$ cat config.mk
export PLATFORM = sky130hd
export DESIGN_NAME = wct_top
export DESIGN_NICKNAME = d
export VERILOG_FILES = /design/src/core/wct_pkg.sv /design/src/core/wct_timer.sv /design/src/core/wct_top.sv
export SDC_FILE = /design/constraint.sdc
export NUM_CORES = 1
export LEC_CHECK = 0
export ABC_AREA = 1
export BUFFER_PORTS_ARGS = -buffer_cell sky130_fd_sc_hd__buf_2
export CAP_MARGIN = 5
export CORE_ASPECT_RATIO = 1.5
export CORE_MARGIN = 4
export CORE_UTILIZATION = 65
export DETAILED_ROUTE_END_ITERATION = 6
export PLACE_DENSITY = 0.83
export SLEW_MARGIN = 20
export SYNTH_ARGS = -nofsm -noshare
export SYNTH_HDL_FRONTEND = slang
export SYNTH_SLANG_ARGS = --single-unit
$ cat constraint.sdc
create_clock -name clk -period 8.95 [get_ports clk]
set_clock_uncertainty 0.15 [all_clocks]
set_input_delay 1.79 -clock clk [delete_from_list [all_inputs] [get_ports clk]]
set_output_delay 1.79 -clock clk [all_outputs]
set_load 0.005 [all_outputs]
$ cat src/core/wct_pkg.sv
// constants, types and helpers shared by the weekly cycle timer scheduler
// ----------------------------------------------------------------------
// ----------------------------------------------------------------------
package wct_pkg;

    // ------------------------------------------------------------------
    // sizes and time figures
    // ------------------------------------------------------------------
    localparam int NUM_TIMERS = 7;
    localparam int NUM_DAYS = 7;
    localparam int NUM_OUTS = 2;
    localparam int DAY_W = 3;
    localparam int MIN_W = 11;
    localparam int HR_W = 5;
    localparam int MN_W = 6;
    localparam int ADDR_W = 12;
    localparam int DATA_W = 32;
    localparam int STRB_W = 4;
    localparam logic [DAY_W-1:0] DAYS_PER_WEEK = 3'h7;
    localparam logic [HR_W-1:0] HOURS_PER_DAY = 5'h18;
    localparam logic [MIN_W-1:0] MIN_PER_HOUR = 11'h03c;
    localparam logic [MIN_W-1:0] MIN_PER_DAY = 11'h5a0;
    localparam logic [MIN_W-1:0] DUR_MAX_MIN = 11'h5a0;

    // ------------------------------------------------------------------
    // register map (byte addresses)
    // ------------------------------------------------------------------
    localparam logic [ADDR_W-1:0] OFS_TIMER0 = 12'h000;
    localparam logic [ADDR_W-1:0] OFS_CTRL = 12'h020;
    localparam logic [ADDR_W-1:0] OFS_STAT = 12'h024;
    localparam logic [ADDR_W-1:0] OFS_CODES = 12'h028;
    localparam logic [ADDR_W-1:0] OFS_TIME = 12'h02c;
    localparam int WORD_SHIFT = 2;

    // timer word fields
    localparam int F_DAYS = 0;
    localparam int F_OUT1 = 7;
    localparam int F_OUT2 = 8;
    localparam int F_SHR = 9;
    localparam int F_SMN = 14;
    localparam int F_DHR = 20;
    localparam int F_DMN = 25;
    // control word fields
    localparam int F_RUN_MAP = 0;
    localparam int F_DISC_MAP = 1;
    // status word fields
    localparam int F_ST_ACT = 0;
    localparam int F_ST_OUT1 = 8;
    localparam int F_ST_OUT2 = 9;
    // time word fields
    localparam int F_T_MIN = 0;
    localparam int F_T_DAY = 16;

    localparam logic [DATA_W-1:0] TIMER_RST = 32'h0000_0000;
    localparam logic [DATA_W-1:0] CTRL_RST = 32'h0000_0001;

    // ------------------------------------------------------------------
    // types
    // ------------------------------------------------------------------
    typedef enum logic [1:0] {
        CODE_IDLE = 2'h0,
        CODE_ON = 2'h1,
        CODE_DASH = 2'h2
    } wct_code_e;

    typedef struct packed {
        logic [NUM_DAYS-1:0] day_en;
        logic out1_en;
        logic out2_en;
        logic [HR_W-1:0] start_hr;
        logic [MN_W-1:0] start_mn;
        logic [HR_W-1:0] dur_hr;
        logic [MN_W-1:0] dur_mn;
    } wct_cfg_s;

    typedef struct packed {
        logic psel;
        logic penable;
        logic pwrite;
        logic [ADDR_W-1:0] paddr;
        logic [DATA_W-1:0] pwdata;
        logic [STRB_W-1:0] pstrb;
    } wct_apb_req_s;

    // unpack a timer register word
    function automatic wct_cfg_s cfg_of(input logic [DATA_W-1:0] w);
        wct_cfg_s c;
        c.day_en = w[F_DAYS +: NUM_DAYS];
        c.out1_en = w[F_OUT1];
        c.out2_en = w[F_OUT2];
        c.start_hr = w[F_SHR +: HR_W];
        c.start_mn = w[F_SMN +: MN_W];
        c.dur_hr = w[F_DHR +: HR_W];
        c.dur_mn = w[F_DMN +: MN_W];
        return c;
    endfunction

endpackage

$ cat src/core/wct_timer.sv
// one scheduling timer of the weekly cycle timer scheduler
`timescale 1ns/1ps
module wct_timer (
    input wire logic clk,
    input wire logic arst_n,
    input wct_pkg::wct_cfg_s cfg,
    input wire logic [wct_pkg::DAY_W-1:0] weekday,
    input wire logic [wct_pkg::MIN_W-1:0] minute_now,
    input wire logic minute_tick,
    output logic active,
    output logic [wct_pkg::NUM_OUTS-1:0] req,
    output logic [2*wct_pkg::NUM_OUTS-1:0] codes
);
    logic [wct_pkg::MIN_W-1:0] rem_q, rem_d;
    logic [wct_pkg::MIN_W-1:0] start_min, dur_raw, dur_min;
    logic [wct_pkg::NUM_OUTS-1:0] req_q, req_d, en;
    logic [2*wct_pkg::NUM_OUTS-1:0] codes_q, codes_d;
    logic start_hit;

    // ------------------------------------------------------------------
    // setpoint arithmetic
    // ------------------------------------------------------------------
    always_comb begin
        start_min = wct_pkg::MIN_W'(cfg.start_hr) * wct_pkg::MIN_PER_HOUR
                  + wct_pkg::MIN_W'(cfg.start_mn);
        dur_raw = wct_pkg::MIN_W'(cfg.dur_hr) * wct_pkg::MIN_PER_HOUR
                + wct_pkg::MIN_W'(cfg.dur_mn);
        // clamp duration to one full day
        dur_min = (dur_raw > wct_pkg::DUR_MAX_MIN) ?
                  wct_pkg::DUR_MAX_MIN : dur_raw;
        start_hit = minute_tick && (weekday < wct_pkg::DAYS_PER_WEEK)
                  && cfg.day_en[weekday]
                  && (cfg.start_hr < wct_pkg::HOURS_PER_DAY)
                  && (minute_now == start_min)
                  && (dur_min != '0);
    end

    // ------------------------------------------------------------------
    // remaining-minute counter and outputs
    // ------------------------------------------------------------------
    always_comb begin
        rem_d = rem_q;
        // keeps counting across midnight whatever the day enables
        if (minute_tick && rem_q != '0) begin
            rem_d = rem_q - 1'b1;
        end
        if (start_hit) begin
            rem_d = dur_min;
        end
        en = {cfg.out2_en, cfg.out1_en};
        for (int o = 0; o < wct_pkg::NUM_OUTS; o++) begin
            req_d[o] = en[o] && (rem_d != '0);
            if (!en[o]) begin
                codes_d[2*o +: 2] = wct_pkg::CODE_DASH;
            end else if (req_d[o]) begin
                codes_d[2*o +: 2] = wct_pkg::CODE_ON;
            end else begin
                codes_d[2*o +: 2] = wct_pkg::CODE_IDLE;
            end
        end
    end

    // register state
    always_ff @(posedge clk or negedge arst_n) begin
        if (!arst_n) begin
            rem_q <= '0;
            req_q <= '0;
            codes_q <= {wct_pkg::NUM_OUTS{wct_pkg::CODE_DASH}};
        end else begin
            rem_q <= rem_d;
            req_q <= req_d;
            codes_q <= codes_d;
        end
    end

    assign active = (rem_q != '0);
    assign req = req_q;
    assign codes = codes_q;
endmodule

$ cat src/core/wct_top.sv
// weekly cycle timer scheduler: seven timers, apb registers, routing
`timescale 1ns/1ps
module wct_top (
    input wire logic clk,
    input wire logic arst_n,
    // apb slave
    input wct_pkg::wct_apb_req_s apb_req,
    output logic pready,
    output logic [wct_pkg::DATA_W-1:0] prdata,
    output logic pslverr,
    // weekday and minute of day from the real-time clock
    input wire logic [wct_pkg::DAY_W-1:0] rtc_weekday,
    input wire logic [wct_pkg::MIN_W-1:0] rtc_minute,
    // combined schedule outputs
    output logic run_request_output,
    output logic aux_request_output,
    // routed outputs and per-timer activity
    output logic remote_run_req,
    output logic discrete_out,
    output logic [wct_pkg::NUM_TIMERS-1:0] timer_active
);

    // ------------------------------------------------------------------
    // declarations
    // ------------------------------------------------------------------
    localparam int NT = wct_pkg::NUM_TIMERS;
    localparam int CODE_W = 2 * wct_pkg::NUM_OUTS;

    // kind of register an address selects
    typedef enum logic [5:0] {
        REG_NONE = 6'h01,
        REG_TIMER = 6'h02,
        REG_CTRL = 6'h04,
        REG_STAT = 6'h08,
        REG_CODES = 6'h10,
        REG_TIME = 6'h20
    } wct_reg_e;

    logic [wct_pkg::DATA_W-1:0] tmr_q [NT];
    logic [wct_pkg::DATA_W-1:0] tmr_d [NT];
    logic [wct_pkg::DATA_W-1:0] ctrl_q, ctrl_d;
    logic [wct_pkg::DATA_W-1:0] prdata_q, prdata_d;
    logic pslverr_q, pslverr_d;
    logic [wct_pkg::MIN_W-1:0] last_min_q, last_min_d;
    logic tick_armed_q, tick_armed_d;
    logic minute_tick;
    logic out1_q, out1_d, out2_q, out2_d;
    logic run_q, run_d, disc_q, disc_d;
    logic [NT-1:0] act;
    logic [NT-1:0] req1, req2;
    logic [CODE_W*NT-1:0] all_codes;
    logic setup, wr_setup;
    logic [wct_pkg::DATA_W-1:0] stat_w, codes_w, time_w;
    wct_reg_e acc_kind;

    // ------------------------------------------------------------------
    // helpers
    // ------------------------------------------------------------------

    // index of the timer word addressed, or NT when none
    function automatic int timer_idx(
        input logic [wct_pkg::ADDR_W-1:0] a
    );
        int idx;
        idx = NT;
        for (int i = 0; i < NT; i++) begin
            if (a == wct_pkg::OFS_TIMER0
                     + wct_pkg::ADDR_W'(i << wct_pkg::WORD_SHIFT)) begin
                idx = i;
            end
        end
        return idx;
    endfunction

    // byte-lane merge of write data into an old word
    function automatic logic [wct_pkg::DATA_W-1:0] merge(
        input logic [wct_pkg::DATA_W-1:0] old,
        input logic [wct_pkg::DATA_W-1:0] wd,
        input logic [wct_pkg::STRB_W-1:0] strb
    );
        logic [wct_pkg::DATA_W-1:0] r;
        r = old;
        for (int b = 0; b < wct_pkg::STRB_W; b++) begin
            if (strb[b]) begin
                r[8*b +: 8] = wd[8*b +: 8];
            end
        end
        return r;
    endfunction

    // which register an address selects; timer words share one kind
    function automatic wct_reg_e reg_of(
        input logic [wct_pkg::ADDR_W-1:0] a
    );
        wct_reg_e k;
        if (timer_idx(a) < NT) begin
            k = REG_TIMER;
        end else if (a == wct_pkg::OFS_CTRL) begin
            k = REG_CTRL;
        end else if (a == wct_pkg::OFS_STAT) begin
            k = REG_STAT;
        end else if (a == wct_pkg::OFS_CODES) begin
            k = REG_CODES;
        end else if (a == wct_pkg::OFS_TIME) begin
            k = REG_TIME;
        end else begin
            k = REG_NONE;
        end
        return k;
    endfunction

    // ------------------------------------------------------------------
    // minute change detect
    // ------------------------------------------------------------------

    // a new minute value from the clock starts one evaluation
    always_comb begin
        tick_armed_d = 1'b1;
        last_min_d = rtc_minute;
        minute_tick = (rtc_minute < wct_pkg::MIN_PER_DAY)
                    && (!tick_armed_q || rtc_minute != last_min_q);
    end

    // first cycle after reset counts as a tick if the minute is below MIN_PER_DAY
    always_ff @(posedge clk or negedge arst_n) begin
        if (!arst_n) begin
            last_min_q <= '0;
            tick_armed_q <= 1'b0;
        end else begin
            last_min_q <= last_min_d;
            tick_armed_q <= tick_armed_d;
        end
    end

    // ------------------------------------------------------------------
    // timers
    // ------------------------------------------------------------------

    // seven independent timers, each on its own register word
    generate
        for (genvar g = 0; g < NT; g++) begin : g_tmr
            wct_timer u_tmr (
                .clk(clk),
                .arst_n(arst_n),
                .cfg(wct_pkg::cfg_of(tmr_q[g])),
                .weekday(rtc_weekday),
                .minute_now(rtc_minute),
                .minute_tick(minute_tick),
                .active(act[g]),
                .req({req2[g], req1[g]}),
                .codes(all_codes[CODE_W*g +: CODE_W])
            );
        end
    endgenerate

    // ------------------------------------------------------------------
    // combining and routing
    // ------------------------------------------------------------------

    // any timer drives each combined output
    always_comb begin
        out1_d = |req1;
        out2_d = |req2;
        run_d = out1_d && ctrl_q[wct_pkg::F_RUN_MAP];
        disc_d = out2_d && ctrl_q[wct_pkg::F_DISC_MAP];
    end

    // combined and routed outputs both leave from flops
    always_ff @(posedge clk or negedge arst_n) begin
        if (!arst_n) begin
            out1_q <= 1'b0;
            out2_q <= 1'b0;
            run_q <= 1'b0;
            disc_q <= 1'b0;
        end else begin
            out1_q <= out1_d;
            out2_q <= out2_d;
            run_q <= run_d;
            disc_q <= disc_d;
        end
    end

    assign run_request_output = out1_q;
    assign aux_request_output = out2_q;
    assign remote_run_req = run_q;
    assign discrete_out = disc_q;
    assign timer_active = act;

    // ------------------------------------------------------------------
    // apb register writes
    // ------------------------------------------------------------------

    // reads are decoded in the setup cycle, writes in the access cycle; write takes effect
    // at the access edge, which is always the one that ends it
    assign setup = apb_req.psel && !apb_req.penable;
    assign wr_setup = apb_req.psel && apb_req.penable && apb_req.pwrite;
    // register kind of the address on the bus
    assign acc_kind = reg_of(apb_req.paddr);

    // one setpoint word per timer, each with its own write decode
    generate
        for (genvar g = 0; g < NT; g++) begin : g_word
            always_comb begin
                tmr_d[g] = tmr_q[g];
                if (wr_setup && timer_idx(apb_req.paddr) == g) begin
                    tmr_d[g] = merge(tmr_q[g], apb_req.pwdata,
                                     apb_req.pstrb);
                end
            end

            // setpoints fall back to the stored defaults on reset
            always_ff @(posedge clk or negedge arst_n) begin
                if (!arst_n) begin
                    tmr_q[g] <= wct_pkg::TIMER_RST;
                end else begin
                    tmr_q[g] <= tmr_d[g];
                end
            end
        end
    endgenerate

    // routing word: unused bits never stored, so they read back 0
    always_comb begin
        ctrl_d = ctrl_q;
        if (wr_setup && acc_kind == REG_CTRL) begin
            ctrl_d = merge(ctrl_q, apb_req.pwdata, apb_req.pstrb);
            ctrl_d[wct_pkg::DATA_W-1:wct_pkg::F_DISC_MAP+1] = '0;
        end
    end

    // routing falls back to the standard configuration on reset
    always_ff @(posedge clk or negedge arst_n) begin
        if (!arst_n) begin
            ctrl_q <= wct_pkg::CTRL_RST;
        end else begin
            ctrl_q <= ctrl_d;
        end
    end

    // ------------------------------------------------------------------
    // read-only status words
    // ------------------------------------------------------------------

    // live status, status codes and clock reading for the read mux
    always_comb begin
        stat_w = '0;
        stat_w[wct_pkg::F_ST_ACT +: NT] = act;
        stat_w[wct_pkg::F_ST_OUT1] = out1_q;
        stat_w[wct_pkg::F_ST_OUT2] = out2_q;
        codes_w = '0;
        codes_w[CODE_W*NT-1:0] = all_codes;
        time_w = '0;
        time_w[wct_pkg::F_T_MIN +: wct_pkg::MIN_W] = rtc_minute;
        time_w[wct_pkg::F_T_DAY +: wct_pkg::DAY_W] = rtc_weekday;
    end

    // ------------------------------------------------------------------
    // apb read data and error
    // ------------------------------------------------------------------

    // read word and error prepared in setup, shown during access
    always_comb begin
        prdata_d = prdata_q;
        pslverr_d = pslverr_q;
        if (setup) begin
            prdata_d = '0;
            pslverr_d = 1'b0;
            if (acc_kind == REG_TIMER) begin
                prdata_d = tmr_q[timer_idx(apb_req.paddr)];
                prdata_d[wct_pkg::DATA_W-1] = 1'b0;
            end else if (acc_kind == REG_CTRL) begin
                prdata_d = ctrl_q;
            end else if (acc_kind == REG_STAT) begin
                prdata_d = stat_w;
            end else if (acc_kind == REG_CODES) begin
                prdata_d = codes_w;
            end else if (acc_kind == REG_TIME) begin
                prdata_d = time_w;
            end else begin
                pslverr_d = 1'b1; // unmapped address
            end
        end
    end

    // read word held until the next setup cycle
    always_ff @(posedge clk or negedge arst_n) begin
        if (!arst_n) begin
            prdata_q <= '0;
            pslverr_q <= 1'b0;
        end else begin
            prdata_q <= prdata_d;
            pslverr_q <= pslverr_d;
        end
    end

    // zero wait states; data and error valid only with penable
    assign pready = 1'b1;
    assign prdata = (apb_req.psel && apb_req.penable
                     && !apb_req.pwrite) ? prdata_q : '0;
    assign pslverr = apb_req.psel && apb_req.penable && pslverr_q;

endmodule

==> flow_metrics.tcl <==
set metrics [dict create \
    hpwl_um 74430 \
    synth_top_area_share_pct 28.00 \
    die_width_um 188.9 \
    startpoint_type "flip-flop" \
    slew_violations 0 \
    finalHoldViolations 0 \
    drtPass1Iterations 7 \
    fin_crit_sh_pct 65.80 \
    clock_latency_ns 0.55 \
    die_h_um 279.4 \
    cap_violations 0 \
    areaGrowthSynthToFinish_pct 7.611 \
    yosysTopAreaCell "dfrtp_1" \
    powerDensity_nw_per_um2 144.0 \
    clk_pin_slew_ns 0.06 \
    fin_nets 5038 \
    drc 1 \
    critPathCapture "g_tmr[0].u_tmr.req[0]" \
    rsz0062_at_grt "no" \
    fp.dieArea_um2 52770 \
    netlist_top_cells_count "nand2_1, inv_1, dfrtp_1, nor2_1, o21ai_0" \
    synthFlopType "dfrtp_1" \
    yosysMostFrequentCell "nand2_1" \
    detail-route-antenna-nets 0 \
    endpoint_kind "flip-flop" \
    tightest_slew_ns 1.050 \
    synth_area_per_cell_um2 7.007 \
    relSlewSlack_pct 29.99 \
    grt_usage_pct 36.55 \
    cts.sinks 372 \
    clk_path_buf_depth 3 \
    synth.area.top_cells "dfrtp_1, nand2_1, ha_1, inv_1, fa_1" \
    reg2reg_from "tmr_q[201]" \
    initialDrtViolationCount 2746 \
    synth_edf_count 0 \
    drive_gt1_share_pct 5.746 \
    htreeDepth 2 \
    gr-total-overflow 0 \
    wl_per_cell_um 18.40 \
    ctsResizeCount 0 \
    cts_made_buffers 39 \
    top_layer_used "met4" \
    hp-class "flip-flop to flip-flop" \
    critPathKind "flip-flop to flip-flop" \
    fin_setup_tns_ns 0 \
    root_buffer "clkbuf_16" \
    ys_warn_count 0 \
    ys_seq_area_share_pct 29.23 \
    p_total_mw 4.944 \
    routed-wl-met2_um 46430 \
    synthCells 4554 \
    tritoncts "yes" \
    wl_met1_um 33310 \
    hold_buffers 0 \
    grt_pass1_wl_um 153500 \
    synth_cell_types 60 \
    vdd_drop_max_mv 0.1277 \
    vias_per_cell 5.803 \
    grt_max_degree 164 \
    setup_viol 0 \
    place_congestion 0.9845 \
    port_buffers 108 \
    cts_setup_buffers 0 \
    wirelength_um 97610 \
    core_area_um2 48560 \
    r2r_cells 22 \
    cp.arrival_ns 6.19 \
    cp.required_ns 9.25 \
    r2r-end "g_tmr[0].u_tmr.req[0]" \
    antenna_found_initial 1 \
    startpoint "tmr_q[201]" \
    fmax_ghz 0.1698 \
    ys_seq_elements 372 \
    grt_pass1_vias 29860 \
    fin_cells 5304 \
    status "complete, but fails checks" \
    fin_hold_ws_ns 0.2905 \
    leakage_nw 18.78 \
    async_flop_share_pct 100.0 \
    placementRows 99 \
    reg2reg_slack_ns 3.06 \
    ios 112 \
    vias 30780 \
    layout_min_cycle_time_ns 5.889 \
    initial_utilization_pct 65.71 \
    dr_wl_met3_um 8538 \
    path_max_fanout 12 \
    dp_cells 5236 \
    violations "DRC" \
    syn_area_um2 31910 \
]
layer usage:
| metal | vias up | global-route usage [%] |
|---|---|---|
| li1 | 14650 | - |
| met1 | 14220 | 39.78 |
| met5 | - | 0 |
| met4 | 0 | 27.82 |
| met3 | 466 | 7.392 |
| met2 | 1439 | 62.52 |
state kept, by name, summed over array words and instances (netlist names):
| name | cells |
|---|---|
| run_request_output | 1 |
| aux_request_output | 1 |
| g_tmr.u_tmr.codes | 17 |
| g_tmr.u_tmr.rem_q | 77 |
| last_min_q | 11 |
| tmr_q | 217 |
| remote_run_req | 1 |
| ctrl_q | 2 |
| pslverr_q | 1 |
| g_tmr.u_tmr.req | 11 |
| discrete_out | 1 |
| tick_armed_q | 1 |
| prdata_q | 31 |
cells by family (layout without fill, tap and decap cells):
kind of cell / Yosys count / after routing / synth area share, %
other: 2 / 4 / 0.02354
adders and majority gates: 350 / 350 / 16.36
DFF: 372 / 372 / 29.23
AOI/OAI and AO/OA: 618 / 618 / 10.78
xor gates and xnor gates: 133 / 133 / 3.768
and+or+nand+nor: 2184 / 2184 / 29.01
buffers and inverters: 895 / 987 / 10.82
layout by cell type (no fill, tap or decap), drive strengths merged, types with 2 or more instances in the layout:
cell and instances:
a21boi 7, a21oi 136, a221oi 17, a22o 3, a22oi 20, a31oi 5, a41oi 2, and2 5
and3 3, buf 130, bufinv 4, clkbuf 53, clkinv 13, clkinvlp 5, conb 3, dfrtp 357
dfstp 15, fa 112, ha 238, inv 782, nand2 1303, nand3 299, nand3b 45, nand4 106
nor2 347, nor3 44, nor4 16, o2111ai 3, o211ai 15, o21ai 355, o21bai 4, o221ai 11
o22ai 29, o311ai 3, o31ai 4, o32ai 2, or2 15, xnor2 57, xor2 76
power breakdown:
| part | internal [mW] | switching [mW] |
|---|---|---|
| registers | 1.86 | 0.165 |
| clock network | 1.02 | 0.714 |
| logic | 0.420 | 0.766 |
cell type report:
class,count,area (µm²)
Timing Repair Buffer,130,728.2
Tap cell,656,820.8
Fill cell,4103,14220
Clock buffer,53,1151
Antenna cell,1,2.502
Multi-Input combinational cell,3288,19150
Inverter,790,2967
Sequential cell,372,9328
Clock inverter,14,186.4
critical path, cell delays in order, from the launching register on:
cell,delay [ns]
dfrtp_1,0.47
fa_1,0.60
inv_1,0.06
fa_1,0.50
fa_1,0.55
inv_1,0.04
ha_1,0.31
nand2_1,0.09
nand2_1,0.06
o21ai_0,0.37
o21ai_0,0.21
nand3_1,0.11
nand3_1,0.08
nor2_1,0.33
nand4_1,0.48
nand2_1,0.45
nand2_1,0.09
nand2_1,0.10
nand2_1,0.05
nor2_1,0.12
nand3_1,0.33
nand2_1,0.16
inv_1,0.06
stage by stage:
stage	util, %	setup slack (ns)	instance area, µm²
after floorplan	-	4.530	31910
after global placement	67.94	2.869	32990
after detailed placement	67.94	2.783	32990
after CTS	70.70	3.159	34330
after global routing	70.71	2.648	34330
final	70.71	3.061	34340
worst min-delay path by stage:
stage                    start                      end  slack (ns)  cells after the start
floorplan           tmr_q[103]  g_tmr[3].u_tmr.codes[1]        0.23                      1
global placement    tmr_q[104]  g_tmr[3].u_tmr.codes[3]        0.27                      1
detailed placement  tmr_q[104]  g_tmr[3].u_tmr.codes[3]        0.27                      1
CTS                 tmr_q[104]  g_tmr[3].u_tmr.codes[3]        0.28                      1
global route        tmr_q[167]  g_tmr[1].u_tmr.codes[1]        0.30                      1
finish               tmr_q[40]  g_tmr[5].u_tmr.codes[3]        0.29                      1
(Power assumes the default switching activity.)
